File: src/design/serial_rx_pkg.sv
// Constants, field layout and carrier types of the serial receive block.
// Assumes one 125 MHz core clock and an 8-bit register port.
package serial_rx_pkg;

  // ********************************************************
  // Register map
  // ********************************************************
  localparam int          ADDR_W          = 8;
  localparam int          DATA_W          = 8;
  localparam logic [7:0]  CTRL3_ADDR      = 8'h15;
  localparam logic [7:0]  STAT1_ADDR      = 8'h16;
  localparam logic [7:0]  STAT2_ADDR      = 8'h17;
  localparam logic [7:0]  DATA_ADDR       = 8'h18;
  localparam logic [7:0]  RATE_ADDR       = 8'h19;
  localparam logic [7:0]  FORMAT_ADDR     = 8'h1a;

  // Status one bit positions
  localparam int          ST1_FULL        = 5;
  localparam int          ST1_IDLE        = 4;
  localparam int          ST1_OVERRUN     = 3;
  localparam int          ST1_NOISE       = 2;
  localparam int          ST1_FRAMING     = 1;
  localparam int          ST1_PARITY      = 0;
  // Status two bit positions
  localparam int          ST2_BREAK       = 1;
  localparam int          ST2_ACTIVE      = 0;
  // Control three bit positions
  localparam int          C3_RX_NINTH     = 7;
  localparam int          C3_TX_NINTH     = 6;
  localparam int          C3_OVERRUN_EN   = 3;
  localparam int          C3_NOISE_EN     = 2;
  localparam int          C3_FRAMING_EN   = 1;
  localparam int          C3_PARITY_EN    = 0;
  // Rate register fields
  localparam int          RATE_PRE_LSB    = 4;
  localparam int          RATE_DIV_LSB    = 0;
  // Format register bit positions
  localparam int          FMT_NINE        = 0;
  localparam int          FMT_PAR_ON      = 1;
  localparam int          FMT_PAR_ODD     = 2;
  localparam int          FMT_RX_ON       = 3;

  // Reset values
  localparam logic [1:0]  PRESCALE_RST    = 2'h0;
  localparam logic [2:0]  RATE_DIV_RST    = 3'h0;
  localparam logic [3:0]  FORMAT_RST      = 4'h0;
  localparam logic [4:0]  CTRL3_RST       = 5'h00;

  // ********************************************************
  // Timing
  // ********************************************************
  localparam int          BIT_CLK_DIV     = 64;   // Clocks per bit before PD and BD
  localparam int          RT_PER_BIT      = 16;   // Receiver samples per bit
  localparam int          CLK_PER_RT      = BIT_CLK_DIV / RT_PER_BIT;
  localparam int          RT_CNT_W        = 13;
  localparam int          IDLE_BITS       = 10;
  localparam logic [7:0]  IDLE_RT         = 8'(IDLE_BITS * RT_PER_BIT);
  localparam logic [3:0]  SAMPLE_FIRST    = 4'h8;
  localparam logic [3:0]  SAMPLE_LAST     = 4'ha;
  localparam logic [3:0]  PHASE_LAST      = 4'hf;
  localparam logic [3:0]  BITS_EIGHT      = 4'h8;

  // ********************************************************
  // Carrier types
  // ********************************************************
  typedef struct packed {
    logic [7:0] data;
    logic       ninth;
    logic       noise;
    logic       parity_bad;
    logic       framing;
    logic       brk;
  } rx_char_s;

  typedef enum {
    st_hunt,
    st_start,
    st_data,
    st_stop
  } rx_state_e;

endpackage

File: src/design/serial_rx.sv
// Receive status flags, data buffer and bit rate generator of an async serial port.
// Assumes a single core clock, an asynchronous serial input pin and a one-cycle
// strobe register port with read data one cycle after the read strobe.
//
// What this block does
// Overrun set when buffer still full
// Overrun discards new character, keeps old
// Overrun with enable raises error request
// Overrun cleared by status-then-data read sequence
// Noise flag, enable, status-then-data clear
// Zero stop bit sets framing flag
// Parity failure sets parity flag
// Framing, parity cleared by status-then-data reads
// Reset clears all four error flags
// Status two: break, active; rest zero
// Break sets break, framing, full; ninth cleared
// Break no interrupt; status-two-then-data clear
// Break re-arms only after ones seen
// Active flag set on first low sample
// Active cleared on false start or idle
// Data address: read received, write transmit
// One rate drives receiver and transmitter
// Prescale codes give 1, 3, 4, 13
// Rate field divides by power of two
// Bit rate is clock over 64*PD*BD
// Software rereads status one to spot loss
// Error request is OR of enabled flags
`timescale 1ns/1ps
`default_nettype none

module serial_rx
  import serial_rx_pkg::*;
(
  input  wire logic              core_clk,
  input  wire logic              rstn,
  input  wire logic [ADDR_W-1:0] addr,
  input  wire logic [DATA_W-1:0] wr_data,
  input  wire logic              wr_en,
  input  wire logic              rd_en,
  output logic      [DATA_W-1:0] rd_data,
  input  wire logic              serial_input_pin,
  output logic                   serial_error_irq,
  output logic      [DATA_W-1:0] tx_data,
  output logic                   tx_ninth,
  output logic                   tx_write,
  output logic                   baud_tick
);

  // ********************************************************
  // Helpers
  // ********************************************************
  // Last divider count (clocks per receiver sample minus one) for a prescale code and a rate code
  function automatic logic [RT_CNT_W-1:0] rt_period(input logic [1:0] pre,
                                                     input logic [2:0] rdiv);
    int pd;
    pd = 1;
    unique case (pre)
      2'h0: pd = 1;
      2'h1: pd = 3;
      2'h2: pd = 4;
      2'h3: pd = 13;
    endcase
    return RT_CNT_W'(((CLK_PER_RT * pd) << rdiv) - 1);
  endfunction

  function automatic logic maj3(input logic [2:0] s);
    return (s[0] & s[1]) | (s[0] & s[2]) | (s[1] & s[2]);
  endfunction

  // ********************************************************
  // Registers and state
  // ********************************************************
  logic                rx_sync1;
  logic                rx_sync2;
  logic [1:0]          prescale_field;
  logic [2:0]          rate_divider_field;
  logic [3:0]          format;
  logic [4:0]          ctrl3;
  logic [RT_CNT_W-1:0] rt_div;
  logic                rt_tick;
  logic [3:0]          bit_div;
  rx_state_e           state;
  logic [3:0]          phase;
  logic [1:0]          samples;
  logic [3:0]          bit_idx;
  logic [8:0]          shift;
  logic                char_noise;
  logic                prev_high;
  logic [7:0]          high_run;
  logic                char_done;
  rx_char_s            rx_char;
  logic                rx_full_flag;
  logic                idle_flag;
  logic                overrun_flag;
  logic                noise_flag;
  logic                framing_fault_flag;
  logic                parity_fault_flag;
  logic                break_seen_flag;
  logic                rx_active_flag;
  logic                rx_ninth_bit;
  logic                break_armed;
  logic                idle_ok;
  logic [5:0]          arm1;
  logic                arm_brk;
  logic [7:0]          serial_data_buffer;

  // ********************************************************
  // Bus decode
  // ********************************************************
  wire        sel_ctrl3  = addr == CTRL3_ADDR;
  wire        sel_stat1  = addr == STAT1_ADDR;
  wire        sel_stat2  = addr == STAT2_ADDR;
  wire        sel_data   = addr == DATA_ADDR;
  wire        sel_rate   = addr == RATE_ADDR;
  wire        sel_format = addr == FORMAT_ADDR;
  wire        rd_stat1   = rd_en && sel_stat1;
  wire        rd_stat2   = rd_en && sel_stat2;
  wire        rd_buf     = rd_en && sel_data;
  wire        wr_buf     = wr_en && sel_data;

  wire [7:0] rx_status_one = {2'h0, rx_full_flag, idle_flag, overrun_flag,
                              noise_flag, framing_fault_flag, parity_fault_flag};
  // Upper bits are hard zeros, and nothing writes this register
  wire [7:0] rx_status_two = {6'h00, break_seen_flag, rx_active_flag};
  wire [7:0] serial_control_three = {rx_ninth_bit, tx_ninth, 2'h0, ctrl3[3:0]};
  wire [7:0] bit_rate_select = {2'h0, prescale_field, 1'b0, rate_divider_field};

  wire [7:0] rd_mux = sel_ctrl3  ? serial_control_three :
                      sel_stat1  ? rx_status_one :
                      sel_stat2  ? rx_status_two :
                      sel_data   ? serial_data_buffer :
                      sel_rate   ? bit_rate_select :
                      sel_format ? {4'h0, format} : 8'h00;

  // Read data stands only in the cycle after the strobe
  always_ff @(posedge core_clk or negedge rstn)
  begin
    if (!rstn)
      rd_data <= 8'h00;
    else
      rd_data <= rd_en ? rd_mux : 8'h00;
  end

  // Software controlled configuration
  always_ff @(posedge core_clk or negedge rstn)
  begin
    if (!rstn)
    begin
      prescale_field     <= PRESCALE_RST;
      rate_divider_field <= RATE_DIV_RST;
      format             <= FORMAT_RST;
      ctrl3              <= CTRL3_RST;
      tx_ninth           <= 1'b0;
    end
    else if (wr_en)
    begin
      if (sel_rate)
      begin
        prescale_field     <= wr_data[RATE_PRE_LSB +: 2];
        rate_divider_field <= wr_data[RATE_DIV_LSB +: 3];
      end
      if (sel_format)
        format <= wr_data[3:0];
      if (sel_ctrl3)
      begin
        ctrl3    <= {1'b0, wr_data[3:0]};
        tx_ninth <= wr_data[C3_TX_NINTH];
      end
    end
  end

  // Transmit byte is handed on with a one-cycle load pulse
  always_ff @(posedge core_clk or negedge rstn)
  begin
    if (!rstn)
    begin
      tx_data  <= 8'h00;
      tx_write <= 1'b0;
    end
    else
    begin
      tx_write <= wr_buf;
      if (wr_buf)
        tx_data <= wr_data;
    end
  end

  // ********************************************************
  // Rate generator
  // ********************************************************
  // One divider feeds the receiver samples and the transmit bit tick
  wire [RT_CNT_W-1:0] rt_limit = rt_period(prescale_field, rate_divider_field);

  // Sample tick is 16 per bit, so a bit takes 64*PD*BD clocks
  always_ff @(posedge core_clk or negedge rstn)
  begin
    if (!rstn)
    begin
      rt_div    <= '0;
      rt_tick   <= 1'b0;
      bit_div   <= 4'h0;
      baud_tick <= 1'b0;
    end
    else
    begin
      rt_tick   <= rt_div >= rt_limit;
      rt_div    <= (rt_div >= rt_limit) ? '0 : rt_div + 1'b1;
      baud_tick <= rt_tick && bit_div == PHASE_LAST;
      if (rt_tick)
        bit_div <= bit_div + 4'h1;
    end
  end

  // ********************************************************
  // Receive sampler
  // ********************************************************
  // Pin passes two flops before anything reads it
  always_ff @(posedge core_clk or negedge rstn)
  begin
    if (!rstn)
    begin
      rx_sync1 <= 1'b1;
      rx_sync2 <= 1'b1;
    end
    else
    begin
      rx_sync1 <= serial_input_pin;
      rx_sync2 <= rx_sync1;
    end
  end

  wire       line      = rx_sync2;
  wire [3:0] phase_n   = phase + 4'h1;
  wire [2:0] votes     = {samples, line};
  wire       vote      = maj3(votes);
  wire       unanimous = votes == 3'h0 || votes == 3'h7;
  wire       in_window = phase_n >= SAMPLE_FIRST && phase_n <= SAMPLE_LAST;
  wire       decide    = phase_n == SAMPLE_LAST;
  wire       bit_end   = phase == PHASE_LAST;
  wire [3:0] nbits     = BITS_EIGHT + {3'h0, format[FMT_NINE]};
  wire       rx_on     = format[FMT_RX_ON];
  wire       start_low = rt_tick && state == st_hunt && !line && prev_high;
  wire       false_st  = rt_tick && state == st_start && decide && vote;
  wire       idle_hit  = rt_tick && state == st_hunt && line && high_run == IDLE_RT - 8'h1;

  rx_state_e next_state;

  // Bit-level sequencing; a start bit needs a preceding high sample
  always_comb
  begin
    next_state = state;
    if (!rx_on)
      next_state = st_hunt;
    else if (rt_tick)
    begin
      unique case (state)
        st_hunt:  if (start_low) next_state = st_start;
        st_start: if (false_st) next_state = st_hunt;
                  else if (bit_end) next_state = st_data;
        st_data:  if (bit_end && bit_idx == nbits - 4'h1) next_state = st_stop;
        st_stop:  if (decide) next_state = st_hunt;
      endcase
    end
  end

  // Character assembly, LSB first, majority of three middle samples
  always_ff @(posedge core_clk or negedge rstn)
  begin
    if (!rstn)
    begin
      state      <= st_hunt;
      phase      <= 4'h0;
      samples    <= 2'h3;
      bit_idx    <= 4'h0;
      shift      <= 9'h000;
      char_noise <= 1'b0;
      prev_high  <= 1'b0;
      high_run   <= 8'h00;
    end
    else
    begin
      state <= next_state;
      if (rt_tick)
      begin
        phase <= (state == st_hunt || bit_end) ? 4'h0 : phase_n;
        if (in_window)
          samples <= {samples[0], line};
        if (state == st_hunt)
        begin
          prev_high  <= line;
          char_noise <= 1'b0;
          bit_idx    <= 4'h0;
          high_run   <= (line && high_run != IDLE_RT) ? high_run + 8'h1 : (line ? high_run : 8'h00);
        end
        else
          high_run <= 8'h00;
        if (decide && state != st_hunt && !unanimous)
          char_noise <= 1'b1;
        if (decide && state == st_data)
          shift <= {vote, shift[8:1]};
        if (bit_end && state == st_data)
          bit_idx <= bit_idx + 4'h1;
        if (decide && state == st_stop)
          prev_high <= vote;
      end
    end
  end

  // Completed character, normalised to byte plus ninth bit
  wire       nine     = format[FMT_NINE];
  wire [7:0] got_byte = nine ? shift[7:0] : shift[8:1];
  wire       got_9th  = shift[8];  // Copy of bit 7 in eight-bit mode
  wire       got_par  = nine ? ^shift : ^shift[8:1];
  wire       stop_end = rt_tick && rx_on && state == st_stop && decide;
  wire       is_brk   = !vote && got_byte == 8'h00 && !(nine && got_9th);

  always_ff @(posedge core_clk or negedge rstn)
  begin
    if (!rstn)
    begin
      char_done <= 1'b0;
      rx_char   <= '0;
    end
    else
    begin
      char_done <= stop_end;
      if (stop_end)
      begin
        rx_char.data       <= got_byte;
        rx_char.ninth      <= got_9th;
        rx_char.noise      <= char_noise || !unanimous;
        rx_char.parity_bad <= format[FMT_PAR_ON] && (got_par ^ format[FMT_PAR_ODD]);
        rx_char.framing    <= !vote;
        rx_char.brk        <= is_brk && break_armed;
      end
    end
  end

  // ********************************************************
  // Status flags
  // ********************************************************
  // A data read clears only the flags seen set at the last status read
  wire [5:0] clr1    = rd_buf ? arm1 : 6'h00;
  wire       clr_brk = rd_buf && arm_brk;
  wire       full_go = rx_full_flag && !clr1[ST1_FULL];
  wire       accept  = char_done && !full_go;
  wire       overrun = char_done && full_go;
  wire       brk_set = accept && rx_char.brk;

  always_ff @(posedge core_clk or negedge rstn)
  begin
    if (!rstn)
    begin
      arm1    <= 6'h00;
      arm_brk <= 1'b0;
    end
    else if (rd_buf)
    begin
      arm1    <= 6'h00;
      arm_brk <= 1'b0;
    end
    else
    begin
      if (rd_stat1)
        arm1 <= rx_status_one[5:0];
      if (rd_stat2)
        arm_brk <= break_seen_flag;
    end
  end

  // Set wins over a clear landing in the same cycle
  always_ff @(posedge core_clk or negedge rstn)
  begin
    if (!rstn)
    begin
      rx_full_flag       <= 1'b0;
      idle_flag          <= 1'b0;
      overrun_flag       <= 1'b0;
      noise_flag         <= 1'b0;
      framing_fault_flag <= 1'b0;
      parity_fault_flag  <= 1'b0;
      break_seen_flag    <= 1'b0;
    end
    else
    begin
      rx_full_flag       <= accept || (rx_full_flag && !clr1[ST1_FULL]);
      idle_flag          <= (idle_hit && idle_ok) || (idle_flag && !clr1[ST1_IDLE]);
      overrun_flag       <= overrun || (overrun_flag && !clr1[ST1_OVERRUN]);
      noise_flag         <= (accept && rx_char.noise) || (noise_flag && !clr1[ST1_NOISE]);
      framing_fault_flag <= (accept && rx_char.framing) || (framing_fault_flag && !clr1[ST1_FRAMING]);
      parity_fault_flag  <= (accept && rx_char.parity_bad) || (parity_fault_flag && !clr1[ST1_PARITY]);
      break_seen_flag    <= brk_set || (break_seen_flag && !clr_brk);
    end
  end

  // Activity, break re-arm and idle qualification
  always_ff @(posedge core_clk or negedge rstn)
  begin
    if (!rstn)
    begin
      rx_active_flag <= 1'b0;
      break_armed    <= 1'b1;
      idle_ok        <= 1'b0;
    end
    else
    begin
      if (start_low && rx_on)
        rx_active_flag <= 1'b1;
      else if (false_st || idle_hit || !rx_on)
        rx_active_flag <= 1'b0;
      if (rt_tick && line)
        break_armed <= 1'b1;
      else if (brk_set)
        break_armed <= 1'b0;
      if (accept)
        idle_ok <= 1'b1;
      else if (idle_hit)
        idle_ok <= 1'b0;
    end
  end

  // Buffer keeps its old byte on overrun and has no reset
  always_ff @(posedge core_clk)
  begin
    if (accept)
      serial_data_buffer <= rx_char.data;
  end

  // Ninth bit follows the accepted character and is forced low by a break
  always_ff @(posedge core_clk)
  begin
    if (accept)
      rx_ninth_bit <= rx_char.ninth && !rx_char.brk;
  end

  // ********************************************************
  // Error request
  // ********************************************************
  // Break and activity flags are left out of the request on purpose
  wire err_any = (overrun_flag && ctrl3[C3_OVERRUN_EN])
              || (noise_flag && ctrl3[C3_NOISE_EN])
              || (framing_fault_flag && ctrl3[C3_FRAMING_EN])
              || (parity_fault_flag && ctrl3[C3_PARITY_EN]);

  always_ff @(posedge core_clk or negedge rstn)
  begin
    if (!rstn)
      serial_error_irq <= 1'b0;
    else
      serial_error_irq <= err_any;
  end

endmodule

`default_nettype wire

File: config.mk
export PLATFORM = sky130hd
export DESIGN_NAME = serial_rx
export DESIGN_NICKNAME = d
export VERILOG_FILES = /design/src/design/serial_rx_pkg.sv /design/src/design/serial_rx.sv
export SDC_FILE = /design/constraint.sdc
export NUM_CORES = 1
export LEC_CHECK = 0
export BUFFER_PORTS_ARGS = -buffer_cell sky130_fd_sc_hd__clkbuf_2
export CORE_ASPECT_RATIO = 2
export CORE_MARGIN = 1.5
export CORE_UTILIZATION = 65
export DETAILED_ROUTE_END_ITERATION = 8
export PLACE_DENSITY = 0.92
export REMOVE_ABC_BUFFERS = 1
export SYNTH_ARGS = -nofsm -noshare
export SYNTH_HDL_FRONTEND = slang
export SYNTH_SLANG_ARGS = --single-unit
File: constraint.sdc
create_clock -name core_clk -period 6.14 [get_ports core_clk]
set_input_delay 1.842 -clock core_clk [delete_from_list [all_inputs] [get_ports core_clk]]
set_output_delay 1.842 -clock core_clk [all_outputs]
set_load 0.05 [all_outputs]
==> metrics <==
status completed; max_cap viols 0; Crit Path Class register to register; Total Power between 2000 and 2500 uW; Worst Tran Pin Value 1192 ps; Hold Path Class register to register; Pins Over Slew Limit 0; Hold Path Origin rx_sync1$_DFF_PN1_; top_reg_cell synth dfrtp_1; initial antenna violation count 0; DP HPWL between 10 and 15 mm; CP startpoint kind register; Vias approximately 5300; global-route wire length before repair 26.72 mm; reg2reg start prescale_field[1]$_DFFE_PN0P_; CP Capture Type register; sequential element share of the synthesized area 0.4962; syn_area_per_cell around 11 um2; Peak VDD IR 0.2684 mV; Clock Sinks 124; GR Overflow Total 0; Max Fclk between 200 and 250 MHz; Total GRT Usage 0.3429; Via density 6.769; EDFF count, synth 9; hold_buf cts 0; Mapped Area 0.006357 mm2; ANT cells 0; drt wl/cell 21.35 um; H-tree Lvls 4; async set-reset flop share out of synthesis 0.9274; # port buffers 40; WHS 358.4 ps; area grow syn2layout 12.79%; DRC 0; largest net degree at the start of global routing 65; CTS tree done; most frequent cells in the layout 110 x dfrtp_1, 61 x nand2_1, 49 x nor2_1; leakage 0.003296 uW; pwr dens ~290 mW/mm2; Post-CTS Repair Setup Buffers 0; final setup TNS 0 ps; synth top area cells dfrtp_1 43%, mux2_2 6.2%, edfxtp_1 4.3%; Fin. Hold Viols 0; number of global-route vias before repair 5379; final WL 16.57 mm; layout cells sized above 1 0.1935; RSZ-0062 raised after global routing no; worst path arrival time 4490 ps; Unique masters post-synth 68; area leader, netlist dfrtp_1; period utilization 0.6925; CTS Buf Count 17; Worst slew margin 0.2036; Design Area, Final 0.007171 mm2; clk buf depth 2; Die Ht about 140 um; Die Width 72.93 um; Core ar. 0.009447 mm2; Clock Tree Root clkbuf_16; commonest non-fill, non-tap cell in the layout dfrtp_1; count of filler cells inserted in the layout 542; Post-DP Area 0.006586 mm2; largest fanout on the critical path 15; Final Critical Period 4252 ps; Die ar. ~0.010 mm2; 1st-iter DRT viols 639; Resized cells post-CTS 0; worst-case reg-to-reg path depth 14; Synth top area share 0.4330; initial core utilization 0.6730; hold path depth 0; Yosys reg bits 124; I/O Pins 41; r2r endpoint rt_div[3]$_DFF_PN0_; endpoints failing setup 0; Reg2Reg Setup Slack 1890 ps; fin nets 672; row cnt 50; Required @ worst endpoint 6370 ps; clock-pin slew on the worst setup and hold paths 50 ps; Clock Latency Late Sink 410 ps; GPL Wtd Cong 1.009; Final ANT Viol Nets 0; Pre-antenna DRT Iters 8; Post-Synthesis Cells 605; number of synthesis warnings 0; clk_skew 11.31 ps; hold worst-path end line$_DFF_PN1_
==> how the worst max path moves through the flow <==
| stage | from | to | cells past startpoint |
|---|---|---|---|
| after floorplan | addr[5] | break_armed$_DFFE_PN1P_ | 5 |
| after global placement | addr[0] | break_armed$_DFFE_PN1P_ | 6 |
| after detailed placement | addr[0] | break_armed$_DFFE_PN1P_ | 6 |
| after CTS | prescale_field[1]$_DFFE_PN0P_ | rt_div[3]$_DFF_PN0_ | 14 |
| after global routing | prescale_field[1]$_DFFE_PN0P_ | rt_div[2]$_DFF_PN0_ | 14 |
| final | prescale_field[1]$_DFFE_PN0P_ | rt_div[3]$_DFF_PN0_ | 14 |
==> critical path: stages (launching register included) <==
cell      delay, ps
dfrtp_1         550
nor2b_1         270
or4_1           500
ha_1            330
nor2_1          210
nand2_1          80
a21boi_0        170
a211o_1         120
a21oi_1          80
ha_1            350
nand2_1          90
o21ai_0         210
nor3_1           80
a21oi_1         880
nor2_1          160
==> kinds of logic after synthesis <==
family | synth area share
AOI/OAI and AO/OA | 0.1466
xor gates and xnor gates | 0.04271
adders and majority gates | 0.03858
buffers and inverters | 0.03149
DFF | 0.4962
muxes | 0.08482
and+or+nand+nor | 0.1596
==> metal layers <==
layer / track usage / wire length (um)
met5: 0 / 0
met4: 0.2264 / 1052
met3: 0.08892 / 1030
met2: 0.5814 / 8778
met1: 0.3657 / 5705
==> Yosys cell counts, types with 14 or more instances <==
cell type	instances
a21oi_1	24
a22o_1	18
clkbuf_1	24
dfrtp_1	110
ha_1	18
inv_1	15
mux2_2	35
nand2_1	61
nand3_1	14
nor2_1	49
o21ai_0	27
xnor2_1	17
xor2_1	14
==> metrics by stage <==
stage / util / std cells / setup slack (ps)
floorplan: - / 573 / 2616
global placement: 0.6972 / 744 / 2160
detailed placement: 0.6972 / 744 / 1980
CTS: 0.7591 / 776 / 1967
global route: 0.7591 / 776 / 1746
finish: 0.7591 / 776 / 1888
==> sequential cells by signal, indices dropped and copies added (netlist names), 2 cells and up <==
| register | flops |
|---|---|
| state | 2 |
| shift | 9 |
| rx_char | 13 |
| bit_div | 4 |
| ctrl3 | 4 |
| arm1 | 6 |
| format | 4 |
| tx_data | 8 |
| samples | 2 |
| serial_data_buffer | 8 |
| rate_divider_field | 3 |
| high_run | 8 |
| rd_data | 8 |
| phase | 4 |
| rt_div | 13 |
| bit_idx | 4 |
| prescale_field | 2 |
==> power breakdown <==
group / switching [uW] / total, uW / leakage (uW) / internal [uW]
registers: 46.8 / 902 / 0.00165 / 855
logic: 111 / 178 / 0.00137 / 67.8
clock network: 364 / 998 / 0.000275 / 634
==> cell type report <==
| type | count | area (um2) | area share |
|---|---|---|---|
| inverters | 15 | 56.30 | 0.007852 |
| repair buffers | 41 | 210.2 | 0.02931 |
| multi-input cells | 434 | 3003 | 0.4188 |
| clock inverters | 12 | 147.6 | 0.02059 |
| flip-flops and latches | 124 | 3154 | 0.4399 |
| clock buffers | 20 | 436.7 | 0.06090 |
| well taps | 130 | 162.7 | 0.02268 |
Power figures use the tool's default switching activity.
